<file path="src/core/uec_pkg.sv">
// Purpose: Constants and types of the USB endpoint control block
// Assumes: APB slave, 32-bit data, one register per aligned word
// Notes:   Register byte addresses are four times the register index

package uec_pkg;

  localparam logic [7:0] UEC_IDX_BASE_HI = 8'h26;
  localparam logic [7:0] UEC_IDX_BASE_LO = 8'h27;
  localparam logic [7:0] UEC_IDX_DEVICE_ADDRESS_REG   = 8'h2b;
  localparam logic [7:0] UEC_IDX_TX0     = 8'h2c;
  localparam logic [7:0] UEC_IDX_RX0     = 8'h2d;
  localparam logic [7:0] UEC_IDX_TX1     = 8'h2e;
  localparam logic [7:0] UEC_IDX_RX1     = 8'h2f;
  localparam logic [7:0] UEC_IDX_TX2     = 8'h30;
  localparam logic [7:0] UEC_IDX_RX2     = 8'h31;
  localparam logic [7:0] UEC_IDX_CTRL    = 8'h40;
  localparam logic [7:0] UEC_IDX_STAT    = 8'h41;

  localparam logic [7:0] UEC_DEVICE_ADDRESS_REG_RST   = 8'h00;
  localparam logic [7:0] UEC_TX_RST      = 8'h00;
  localparam logic [7:0] UEC_RX_RST      = 8'h00;
  localparam logic [7:0] UEC_RX0_RST     = 8'h80;
  localparam logic [7:0] UEC_RX0_FORCE1  = 8'h80;
  localparam logic [7:0] UEC_RX0_KEEP    = 8'h70;
  localparam logic [7:0] UEC_DEVICE_ADDRESS_REG_MASK  = 8'h7f;

  localparam int UEC_BIT_STOUT = 7;
  localparam int UEC_BIT_CTL   = 7;
  localparam int UEC_BIT_TOG   = 6;
  localparam int UEC_STAT_HI   = 5;
  localparam int UEC_STAT_LO   = 4;

  localparam logic [1:0] UEC_ST_DIS   = 2'h0;
  localparam logic [1:0] UEC_ST_STALL = 2'h1;
  localparam logic [1:0] UEC_ST_NAK   = 2'h2;
  localparam logic [1:0] UEC_ST_VALID = 2'h3;

  localparam logic [1:0] UEC_PID_OUT   = 2'h0;
  localparam logic [1:0] UEC_PID_IN    = 2'h2;
  localparam logic [1:0] UEC_PID_SETUP = 2'h3;

  localparam logic [1:0] UEC_HS_NONE  = 2'h0;
  localparam logic [1:0] UEC_HS_ACK   = 2'h1;
  localparam logic [1:0] UEC_HS_NAK   = 2'h2;
  localparam logic [1:0] UEC_HS_STALL = 2'h3;

  localparam int UEC_NEP = 3;
  localparam logic [3:0] UEC_MAX_CNT = 4'h8;

  // Token seen by the serial engine
  typedef struct packed {
    logic       valid;
    logic [1:0] pid;
    logic [6:0] addr;
    logic [3:0] ep;
  } uec_token_t;

  // Completion report of the serial engine
  typedef struct packed {
    logic       valid;
    logic       ok;
    logic       data_pid;
    logic [3:0] count;
    logic       ack_in;
  } uec_done_t;

  // Answer back to the serial engine
  typedef struct packed {
    logic       hit;
    logic [1:0] ep;
    logic [1:0] hs;
    logic       pid1;
    logic [3:0] count;
    logic [15:0] buf_addr;
  } uec_resp_t;

  typedef struct packed {
    logic [7:0]          device_address_reg;
    logic [2:0][7:0]     tx;
    logic [2:0][7:0]     rx;
    logic [7:0]          base_hi;
    logic [1:0]          base_lo;
    logic                forced_interface_reset;
    logic                ctr;
    logic [1:0]          last_ep;
    logic [1:0]          last_pid;
    logic [1:0]          cur_ep;
    logic [1:0]          cur_pid;
    logic                cur_dir_in;
    logic                cur_hit;
    uec_resp_t           resp;
    logic [31:0]         prdata;
    logic                pready;
    logic                pslverr;
  } uec_state_t;

endpackage

</file>
<file path="src/core/uec_core.sv">
// Purpose: Endpoint control registers of a low-speed USB device interface
// Assumes: Serial engine decodes tokens and reports completions
// Notes:   APB slave answers one cycle after setup, no wait states

`timescale 1ns/100ps

module uec_core
  import uec_pkg::*;
(
  input  wire logic        REF_CLK_I,
  input  wire logic        RSTN_I,
  input  wire logic        PSEL_I,
  input  wire logic        PENABLE_I,
  input  wire logic        PWRITE_I,
  input  wire logic [31:0] PADDR_I,
  input  wire logic [31:0] PWDATA_I,
  input  wire logic [3:0]  PSTRB_I,
  output logic      [31:0] PRDATA_O,
  output logic             PREADY_O,
  output logic             PSLVERR_O,
  input  wire logic        BUS_RESET_I,
  input  wire uec_token_t  TOKEN_I,
  input  wire uec_done_t   DONE_I,
  output uec_resp_t        RESP_O,
  output logic             CTR_O,
  output logic             FORCED_INTERFACE_RESET_O
);

  uec_state_t s_r;
  uec_state_t s_nxt;

  logic       usb_rst;
  logic       wr_en;
  logic       rd_en;
  logic [7:0] idx;
  logic [7:0] wb;
  logic [2:0] ep_hit;
  logic [1:0] ep_sel;
  logic       any_hit;
  logic [7:0] txr;
  logic [7:0] rxr;

  // ***********************************************
  // Endpoint match, one lane per endpoint
  // ***********************************************
  genvar g;
  generate
    for (g = 0; g < UEC_NEP; g++)
    begin : g_match
      if (g == 0)
      begin : g_ep0
        assign ep_hit[g] = (TOKEN_I.ep == 4'h0);
      end
      else
      begin : g_epn
        assign ep_hit[g] = (TOKEN_I.ep == s_r.rx[g][3:0]);
      end
    end
  endgenerate

  assign usb_rst = BUS_RESET_I | s_r.forced_interface_reset;
  assign idx     = PADDR_I[9:2];
  assign wb      = PWDATA_I[7:0];
  assign wr_en   = PSEL_I & PENABLE_I & s_r.pready & PWRITE_I & PSTRB_I[0];
  assign rd_en   = PSEL_I & ~PENABLE_I & ~PWRITE_I;

  always_comb
  begin
    ep_sel  = 2'h0;
    any_hit = 1'b0;
    // Endpoint zero first, so a cleared endpoint number never steals it
    if (ep_hit[0])
    begin
      any_hit = 1'b1;
    end
    else if (ep_hit[1])
    begin
      ep_sel  = 2'h1;
      any_hit = 1'b1;
    end
    else if (ep_hit[2])
    begin
      ep_sel  = 2'h2;
      any_hit = 1'b1;
    end
  end

  assign txr = s_r.tx[ep_sel];
  assign rxr = s_r.rx[ep_sel];

  // ***********************************************
  // Next state
  // ***********************************************
  always_comb
  begin
    s_nxt         = s_r;
    s_nxt.pready  = 1'b0;
    s_nxt.pslverr = 1'b0;
    s_nxt.resp.hs = UEC_HS_NONE;

    // Register writes take effect in the access cycle of the transfer
    if (wr_en)
    begin
      case (idx)
        UEC_IDX_DEVICE_ADDRESS_REG:   s_nxt.device_address_reg = wb & UEC_DEVICE_ADDRESS_REG_MASK;
        UEC_IDX_TX0:     s_nxt.tx[0] = wb;
        UEC_IDX_TX1:     s_nxt.tx[1] = wb;
        UEC_IDX_TX2:     s_nxt.tx[2] = wb;
        UEC_IDX_RX0:     s_nxt.rx[0] = (wb & UEC_RX0_KEEP) | UEC_RX0_FORCE1;
        UEC_IDX_RX1:     s_nxt.rx[1] = wb;
        UEC_IDX_RX2:     s_nxt.rx[2] = wb;
        UEC_IDX_BASE_HI: s_nxt.base_hi = wb;
        UEC_IDX_BASE_LO: s_nxt.base_lo = wb[7:6];
        UEC_IDX_CTRL:    s_nxt.forced_interface_reset = wb[0];
        // Writing one clears the correct-transfer flag
        UEC_IDX_STAT:    s_nxt.ctr = s_r.ctr & ~wb[0];
        default:         s_nxt.pslverr = 1'b0;
      endcase
    end

    if (rd_en)
    begin
      case (idx)
        // Address reads zero while a forced reset is clearing it
        UEC_IDX_DEVICE_ADDRESS_REG:   s_nxt.prdata = {24'h0,
                                         s_r.forced_interface_reset ? UEC_DEVICE_ADDRESS_REG_RST
                                                  : s_r.device_address_reg};
        UEC_IDX_TX0:     s_nxt.prdata = {24'h0, s_r.tx[0]};
        UEC_IDX_TX1:     s_nxt.prdata = {24'h0, s_r.tx[1]};
        UEC_IDX_TX2:     s_nxt.prdata = {24'h0, s_r.tx[2]};
        UEC_IDX_RX0:     s_nxt.prdata = {24'h0, s_r.rx[0]};
        UEC_IDX_RX1:     s_nxt.prdata = {24'h0, s_r.rx[1]};
        UEC_IDX_RX2:     s_nxt.prdata = {24'h0, s_r.rx[2]};
        UEC_IDX_BASE_HI: s_nxt.prdata = {24'h0, s_r.base_hi};
        UEC_IDX_BASE_LO: s_nxt.prdata = {24'h0, s_r.base_lo, s_r.last_ep,
                                         4'h0};
        UEC_IDX_CTRL:    s_nxt.prdata = {31'h0, s_r.forced_interface_reset};
        UEC_IDX_STAT:    s_nxt.prdata = {27'h0, s_r.last_pid, s_r.last_ep,
                                         s_r.ctr};
        default:         s_nxt.prdata = 32'h0;
      endcase
    end
    if (PSEL_I & ~PENABLE_I)
    begin
      s_nxt.pready = 1'b1;
    end

    // Token handling: decide handshake and buffer for this endpoint
    if (TOKEN_I.valid)
    begin
      s_nxt.resp.hit = 1'b0;
      s_nxt.cur_hit  = 1'b0;
      if (any_hit && TOKEN_I.addr == s_r.device_address_reg[6:0])
      begin
        s_nxt.cur_ep     = ep_sel;
        s_nxt.cur_pid    = TOKEN_I.pid;
        s_nxt.cur_dir_in = (TOKEN_I.pid == UEC_PID_IN);
        s_nxt.resp.hit   = 1'b1;
        s_nxt.resp.ep    = ep_sel;
        // Buffers: RX at 8*(2*ep), TX at 8*(2*ep+1), filled upward
        s_nxt.resp.buf_addr = {s_r.base_hi, s_r.base_lo,
                               ep_sel, TOKEN_I.pid == UEC_PID_IN,
                               3'h0};
        s_nxt.resp.count = txr[3:0];
        s_nxt.resp.pid1  = txr[UEC_BIT_TOG];
        if (TOKEN_I.pid == UEC_PID_IN)
        begin
          case (txr[UEC_STAT_HI:UEC_STAT_LO])
            UEC_ST_VALID: s_nxt.resp.hs = s_r.ctr ? UEC_HS_NAK : UEC_HS_ACK;
            UEC_ST_STALL: s_nxt.resp.hs = UEC_HS_STALL;
            UEC_ST_NAK:   s_nxt.resp.hs = UEC_HS_NAK;
            default:      s_nxt.resp.hit = 1'b0;
          endcase
        end
        else if (TOKEN_I.pid == UEC_PID_SETUP && ep_sel != 2'h0
                 && !rxr[UEC_BIT_CTL])
        begin
          s_nxt.resp.hit = 1'b0;
        end
        else
        begin
          case (rxr[UEC_STAT_HI:UEC_STAT_LO])
            UEC_ST_VALID: s_nxt.resp.hs = s_r.ctr ? UEC_HS_NAK : UEC_HS_ACK;
            UEC_ST_STALL: s_nxt.resp.hs = UEC_HS_STALL;
            UEC_ST_NAK:   s_nxt.resp.hs = UEC_HS_NAK;
            default:      s_nxt.resp.hit = 1'b0;
          endcase
        end
        // Only an accepted transaction waits for its completion
        s_nxt.cur_hit = s_nxt.resp.hit & (s_nxt.resp.hs == UEC_HS_ACK);
        if (TOKEN_I.pid == UEC_PID_SETUP)
        begin
          s_nxt.tx[ep_sel][UEC_BIT_TOG] = 1'b1;
          s_nxt.rx[ep_sel][UEC_BIT_TOG] = 1'b0;
        end
      end
    end

    // Completion of a transaction from the serial engine
    if (DONE_I.valid && s_r.cur_hit)
    begin
      s_nxt.cur_hit = 1'b0;
      if (s_r.cur_dir_in)
      begin
        if (DONE_I.ack_in)
        begin
          s_nxt.tx[s_r.cur_ep][UEC_BIT_TOG] =
            ~s_r.tx[s_r.cur_ep][UEC_BIT_TOG];
          s_nxt.tx[s_r.cur_ep][UEC_STAT_HI:UEC_STAT_LO] = UEC_ST_NAK;
          s_nxt.ctr      = 1'b1;
          s_nxt.last_ep  = s_r.cur_ep;
          s_nxt.last_pid = s_r.cur_pid;
        end
      end
      else if (DONE_I.ok
               && DONE_I.data_pid == s_r.rx[s_r.cur_ep][UEC_BIT_TOG])
      begin
        if (s_r.cur_pid == UEC_PID_OUT
            && s_r.tx[s_r.cur_ep][UEC_BIT_STOUT]
            && DONE_I.count != 4'h0)
        begin
          // Status stage expected zero bytes: refuse the data
          s_nxt.resp.hs = UEC_HS_STALL;
        end
        else
        begin
          s_nxt.rx[s_r.cur_ep][UEC_BIT_TOG] =
            ~s_r.rx[s_r.cur_ep][UEC_BIT_TOG];
          s_nxt.rx[s_r.cur_ep][UEC_STAT_HI:UEC_STAT_LO] = UEC_ST_NAK;
          if (s_r.cur_pid == UEC_PID_SETUP)
          begin
            s_nxt.tx[s_r.cur_ep][UEC_STAT_HI:UEC_STAT_LO] = UEC_ST_NAK;
          end
          s_nxt.ctr      = 1'b1;
          s_nxt.last_ep  = s_r.cur_ep;
          s_nxt.last_pid = s_r.cur_pid;
        end
      end
    end

    // USB bus reset or forced reset overrides the address, endpoint registers, pending transfer and response
    if (usb_rst)
    begin
      s_nxt.device_address_reg   = UEC_DEVICE_ADDRESS_REG_RST;
      s_nxt.tx      = {UEC_NEP{UEC_TX_RST}};
      s_nxt.rx[0]   = UEC_RX0_RST;
      s_nxt.rx[1]   = UEC_RX_RST;
      s_nxt.rx[2]   = UEC_RX_RST;
      s_nxt.cur_hit = 1'b0;
      s_nxt.resp    = '0;
    end
  end

  // ***********************************************
  // State register
  // ***********************************************
  always_ff @(posedge REF_CLK_I or negedge RSTN_I)
  begin
    if (!RSTN_I)
    begin
      s_r       <= '0;
      s_r.rx[0] <= UEC_RX0_RST;
    end
    else
    begin
      s_r <= s_nxt;
    end
  end

  assign PRDATA_O  = s_r.prdata;
  assign PREADY_O  = s_r.pready;
  assign PSLVERR_O = s_r.pslverr;
  assign RESP_O    = s_r.resp;
  assign CTR_O     = s_r.ctr;
  assign FORCED_INTERFACE_RESET_O    = s_r.forced_interface_reset;

endmodule

</file>
<file path="config.mk">
export PLATFORM = sky130hd
export DESIGN_NAME = uec_core
export DESIGN_NICKNAME = d
export VERILOG_FILES = /design/src/core/uec_pkg.sv /design/src/core/uec_core.sv
export SDC_FILE = /design/constraint.sdc
export NUM_CORES = 1
export LEC_CHECK = 0
export ABC_AREA = 0
export BUFFER_PORTS_ARGS = -buffer_cell sky130_fd_sc_hd__buf_2
export CORE_MARGIN = 8
export CORE_UTILIZATION = 27
export DETAILED_ROUTE_END_ITERATION = 8
export GPL_ROUTABILITY_DRIVEN = 1
export PLACE_DENSITY = 0.52
export SLEW_MARGIN = 25
export SYNTH_ARGS = -nofsm -noshare
export SYNTH_HDL_FRONTEND = slang
export SYNTH_SLANG_ARGS = --single-unit
</file>
<file path="constraint.sdc">
create_clock -name REF_CLK_I -period 5.5 [get_ports REF_CLK_I]
set_clock_uncertainty 0.1 [all_clocks]
set_input_delay 1.1 -clock REF_CLK_I [delete_from_list [all_inputs] [get_ports REF_CLK_I]]
set_output_delay 1.1 -clock REF_CLK_I [all_outputs]
set_load 0.03 [all_outputs]
</file>
# After elaboration in Yosys (flattened, before gate mapping)
# Index checks and enable logic that the tools add are counted.
# classes
bitwise_logic,17
order_cmp,4
eq_ne,27
muxes,77
n_reduce_logical,29
# ops
op,count
$mux 48,6
$bwmux 24,5
$mux 24,4
$mux 8,11
$pmux 8 s11,1
$mux 27,3
$eq 8x6->1 const B,9
$mux 68,1
$bmux 8 s2,4
$mux 56,1
$demux 8 s2,3
$mux 7,4
$mux 2,13
$mux 5,5
$and 24x24->24,1
$not 24->24,1
$or 24x24->24,1
$eq 8x7->1 const B,2
$eq 2x2->1 const B,7
$mux 1,13
$pmux 2 s3,2
$reduce_and 2->1,6
$reduce_bool 2->1,6
$logic_and 1x1->1,9
other kinds (18),36
# totals
out_inout_bits,62
in_bits,96
register_bits,137

# Depth between registers and ports, before layout
# logic_depth
ltp_word,21
depth_mapped,11
ltp_nobuf,10

# Least setup slack after synthesis
# Ideal clock, no wire load.
# synth_timing
path_kind,in2reg
startpoint,input TOKEN_I[1] in the netlist's numbering
endpoint,register s_r[60] in the netlist's numbering
required_ns,5.335
path_slack_ns,2.022
t_arrival_ns,3.313
stages,11
setup_time_ns,0.065
cell_sequence,xor2_1 > or4_1 > buf_2 > a21oi_4 > o221a_2 > inv_1 > ha_1 > or2_2 > a211o_1 > nor2_1 > a31o_1
# synth_via
elab_chain_len,18
elab_cells_between_ends,44
# synth_rtl
element,line,rtl
"start, declared",uec_core.sv:22,"input wire uec_token_t TOKEN_I,"
$eq 4x4->1,uec_core.sv:56,assign ep_hit[g] = (TOKEN_I.ep == s_r.rx[g][3:0]);
$mux 2,uec_core.sv:81,else if (ep_hit[2])
$mux 2,uec_core.sv:76,else if (ep_hit[1])
$mux 2,uec_core.sv:72,if (ep_hit[0])
$bmux 8 s2,uec_core.sv:89,assign rxr = s_r.rx[ep_sel];
$mux 8 (implied by the code),uec_core.sv:89,
"$eq 2x2->1, or another cell as far along",uec_core.sv:182,case (rxr[UEC_STAT_HI:UEC_STAT_LO])
"$pmux 2 s3, or another cell as far along",uec_core.sv:182,
(+2 left out),n/a,
$mux 2 or $mux 1 (tied branches),"uec_core.sv:153, uec_core.sv:166",
$mux 2 or $mux 1 (tied branches),"uec_core.sv:149, uec_core.sv:153",
$eq 2x1->1 or $mux 1 (tied branches),"uec_core.sv:190, uec_core.sv:149",
$and 1x1->1,uec_core.sv:190,s_nxt.cur_hit = s_nxt.resp.hit & (s_nxt.resp.hs == UEC_HS_ACK);
$mux 27 *,uec_core.sv:153,if (any_hit && TOKEN_I.addr == s_r.device_address_reg[6:0])
$mux 27 *,uec_core.sv:149,if (TOKEN_I.valid)
$mux 1 *,uec_core.sv:200,if (DONE_I.valid && s_r.cur_hit)
$mux 27 *,uec_core.sv:242,if (usb_rst)
"end signal, assigned",uec_core.sv:266,s_r <= s_nxt;
"end, declared",uec_core.sv:29,uec_state_t s_r;
# Mark *: on every way between the ends. The rest lies on a longest branch, timed or not. The select of a mux whose other input is x is not followed.
# A chain may end at the register's enable or synchronous reset.

# Worst setup path in the final report
# layout_timing
startpoint,input TOKEN_I[0] in the netlist's numbering
endpoint,register s_r[60] in the netlist's numbering
# Same word-level chain as after synthesis.

==> impl_metrics.ini <==
[yosys]
async_reset_ff_share_pct = 100.0
synth_area_um2 = 5976
synth_flop_cell = dfrtp_1
synth_cell_types = 58
ys_ff_latch = 103
ys_seq_area_share_pct = 43.15
synth_edf_count = 0
syn-mean-instance-area_um2 = 9.592
ys_warn_count = 0
synthCells = 623

[global_route]
grt_pass1_vias = 4618
grt_max_degree = 57
antenna_found_initial = 2
grt_use_total_pct = 13.68
grt_pass1_wl_um = 28070
grt.overflow.total = 0

[cells_and_area]
diodes = 0
nNetsFinal = 755
area_growth_pct = 10.57
fill_cells = 2310
drive_above_1_share_pct = 22.27
layout_common_cells = dfrtp_1 (102), nand2_1 (77), buf_2 (77)
final_common_cell = dfrtp_1

[clock_tree]
clock_path_buffers = 2
cts_made_buffers = 9
htree_num_levels = 3
clock-root-buffer = clkbuf_16
clkSlewWorstSetupHoldPaths_ns = 0.07
postCtsResizedCells = 0
post_cts_buffers = 0
clock_latency_ns = 0.35
holdBufCountCts = 0
cts_tree = built
cts.sinks = 103

[setup_path]
r2r_end = s_r[60]$_DFFE_PN0P_
worstPathRequired_ns = 5.69
path_class = input port to flip-flop
path_max_fanout = 15
crit_arrival_ns = 3.83
critPathCaptureType = flip-flop
cp-start-kind = input port
regToRegStartpoint = s_r[91]$_DFFE_PN0P_
reg2regPathDepth = 10
r2r_slack_ns = 2.41

[floorplan]
die-area_um2 = 27150
ioPinCount = 158
die_y_um = 164.8
coreArea_um2 = 21760
die_x_um = 164.8
start_util_pct = 27.47
rows = 54

[routing]
wl_per_cell_um = 19.75
firstDrtPassIters = 5
drt-initial-drc-count = 285
wl_um = 18570
drc = 0
drt-vias-per-instance = 4.979
drtAntennaViolNets = 0
num_vias = 4680

[flow_run]
max_cap_viol_count = 0

[placed_design]
portBuffers = 78
dp.final_hpwl_um = 13730
place_congestion = 0.8227

[timing]
final_max_slew_viol_count = 0
setup_viol_count_final = 0
layout_worst_path_cycle_share_pct = 66.10
timing.hold.ws_ns = 0.3731
setup_tns_ns = 0
worst_slew_pin_slew_ns = 0.9606
fmax_ghz = 0.2751
rsz0062_at_grt = false
period_minus_slack_ns = 3.635
max-slew-margin-rel_pct = 35.37
hold_violations = 0

[run_status]
status = complete, no violations

[pwr]
leakagePower_nw = 2.904
irDropWorstVdd_mv = 0.1548
power_density_nw_per_um2 = 240.1

[min_path]
min_from = RESP_O[25]$_DFFE_PN0P_
min_to = RESP_O[25]$_DFFE_PN0P_
hold_depth = 2
hold_class = flip-flop to flip-flop
power by group:
group	internal [mW]	switching, mW
Combinational	0.0343	0.101
Clock	0.394	0.295
Sequential	0.759	0.00315
Total	1.19	0.400
sequential cells by signal (all words and copies together) (netlist names):
name	cells
PREADY_O	1
CTR_O	1
s_r	71
FORCED_INTERFACE_RESET_O	1
RESP_O	21
PRDATA_O	8
per-layer routing:
metal	routed length (um)	vias up	global-route usage, %
li1	-	2167	-
met1	8169	2333	18.07
met2	8698	154	21.81
met3	1313	22	2.592
met4	359	4	5.160
met5	26	-	0
cell usage after synthesis, drive strengths merged, types with 3 or more instances:
master | number | area share (%)
or3 | 10 | 1.0
a22oi | 5 | 0.63
nand2b | 5 | 0.52
a21oi | 39 | 3.5
nor4 | 5 | 0.77
xor2 | 5 | 0.73
ha | 4 | 0.84
nor2b | 7 | 0.73
xnor2 | 11 | 1.6
o21ai | 14 | 1.2
a221oi | 10 | 1.5
mux2i | 52 | 8.7
o221a | 4 | 0.75
nor3b | 3 | 0.46
a31oi | 3 | 0.31
a211oi | 4 | 0.50
nand3 | 6 | 0.50
nand4 | 6 | 0.73
a2111oi | 6 | 0.88
clkbuf | 19 | 1.2
nand2 | 78 | 4.9
nor3 | 11 | 1.0
mux2 | 24 | 4.5
mux4 | 4 | 1.5
and3 | 9 | 0.94
or4 | 3 | 0.38
dfrtp | 102 | 43
buf | 70 | 8.3
inv | 10 | 0.63
nor2 | 73 | 4.9
metrics by stage:
| step | utilization, % | instances | power [mW] | setup WS (ns) | area [um^2] |
|---|---|---|---|---|---|
| 6_report | 30.37 | 940 | 1.587 | 1.865 | 6608 |
| 5_1_grt | 30.37 | 940 | 1.641 | 1.776 | 6608 |
| 4_1_cts | 30.37 | 940 | 1.601 | 1.867 | 6608 |
| 3_5_place_dp | 28.91 | 924 | 0.9140 | 1.505 | 6290 |
| 3_3_place_gp | 28.91 | 924 | 0.9136 | 1.525 | 6290 |
| 2_1_floorplan | - | 650 | 0.8698 | 2.022 | 6077 |
final cells by class:
| cell class | instances | area, um^2 | share of cell area (%) |
|---|---|---|---|
| Clock buffer | 13 | 270.3 | 4.090 |
| Inverter | 10 | 37.54 | 0.5681 |
| Sequential cell | 103 | 2579 | 39.03 |
| Clock inverter | 3 | 47.55 | 0.7196 |
| Timing Repair Buffer | 83 | 430.4 | 6.514 |
| Multi-Input combinational cell | 448 | 2893 | 43.78 |
| Tap cell | 280 | 350.3 | 5.302 |
worst max path at each step:
stage,start,to,cells after the start
2_1_floorplan,TOKEN_I[1],s_r[60]$_DFFE_PN0P_,11
3_3_place_gp,TOKEN_I[0],s_r[60]$_DFFE_PN0P_,10
3_5_place_dp,TOKEN_I[0],s_r[60]$_DFFE_PN0P_,10
4_1_cts,TOKEN_I[0],s_r[60]$_DFFE_PN0P_,10
5_1_grt,TOKEN_I[0],s_r[60]$_DFFE_PN0P_,10
6_report,TOKEN_I[0],s_r[60]$_DFFE_PN0P_,10
worst max-delay path, cell delays in order:
cell     delay (ns)
buf_2          0.15
nor4_4         0.55
or3_1          0.59
o221a_2        0.35
inv_1          0.06
ha_1           0.18
or2_2          0.30
a211o_1        0.31
nor2_1         0.10
a31o_1         0.14
cells by family after synthesis:
| group | synth area share, % |
|---|---|
| AOI/OAI and AO/OA | 10.93 |
| xor gates and xnor gates | 2.345 |
| adders and majority gates | 0.8376 |
| buffers and inverters | 10.13 |
| DFF | 43.15 |
| muxes | 14.74 |
| other | 0.06275 |
| and+or+nand+nor | 17.80 |
(Power assumes the default switching activity.)
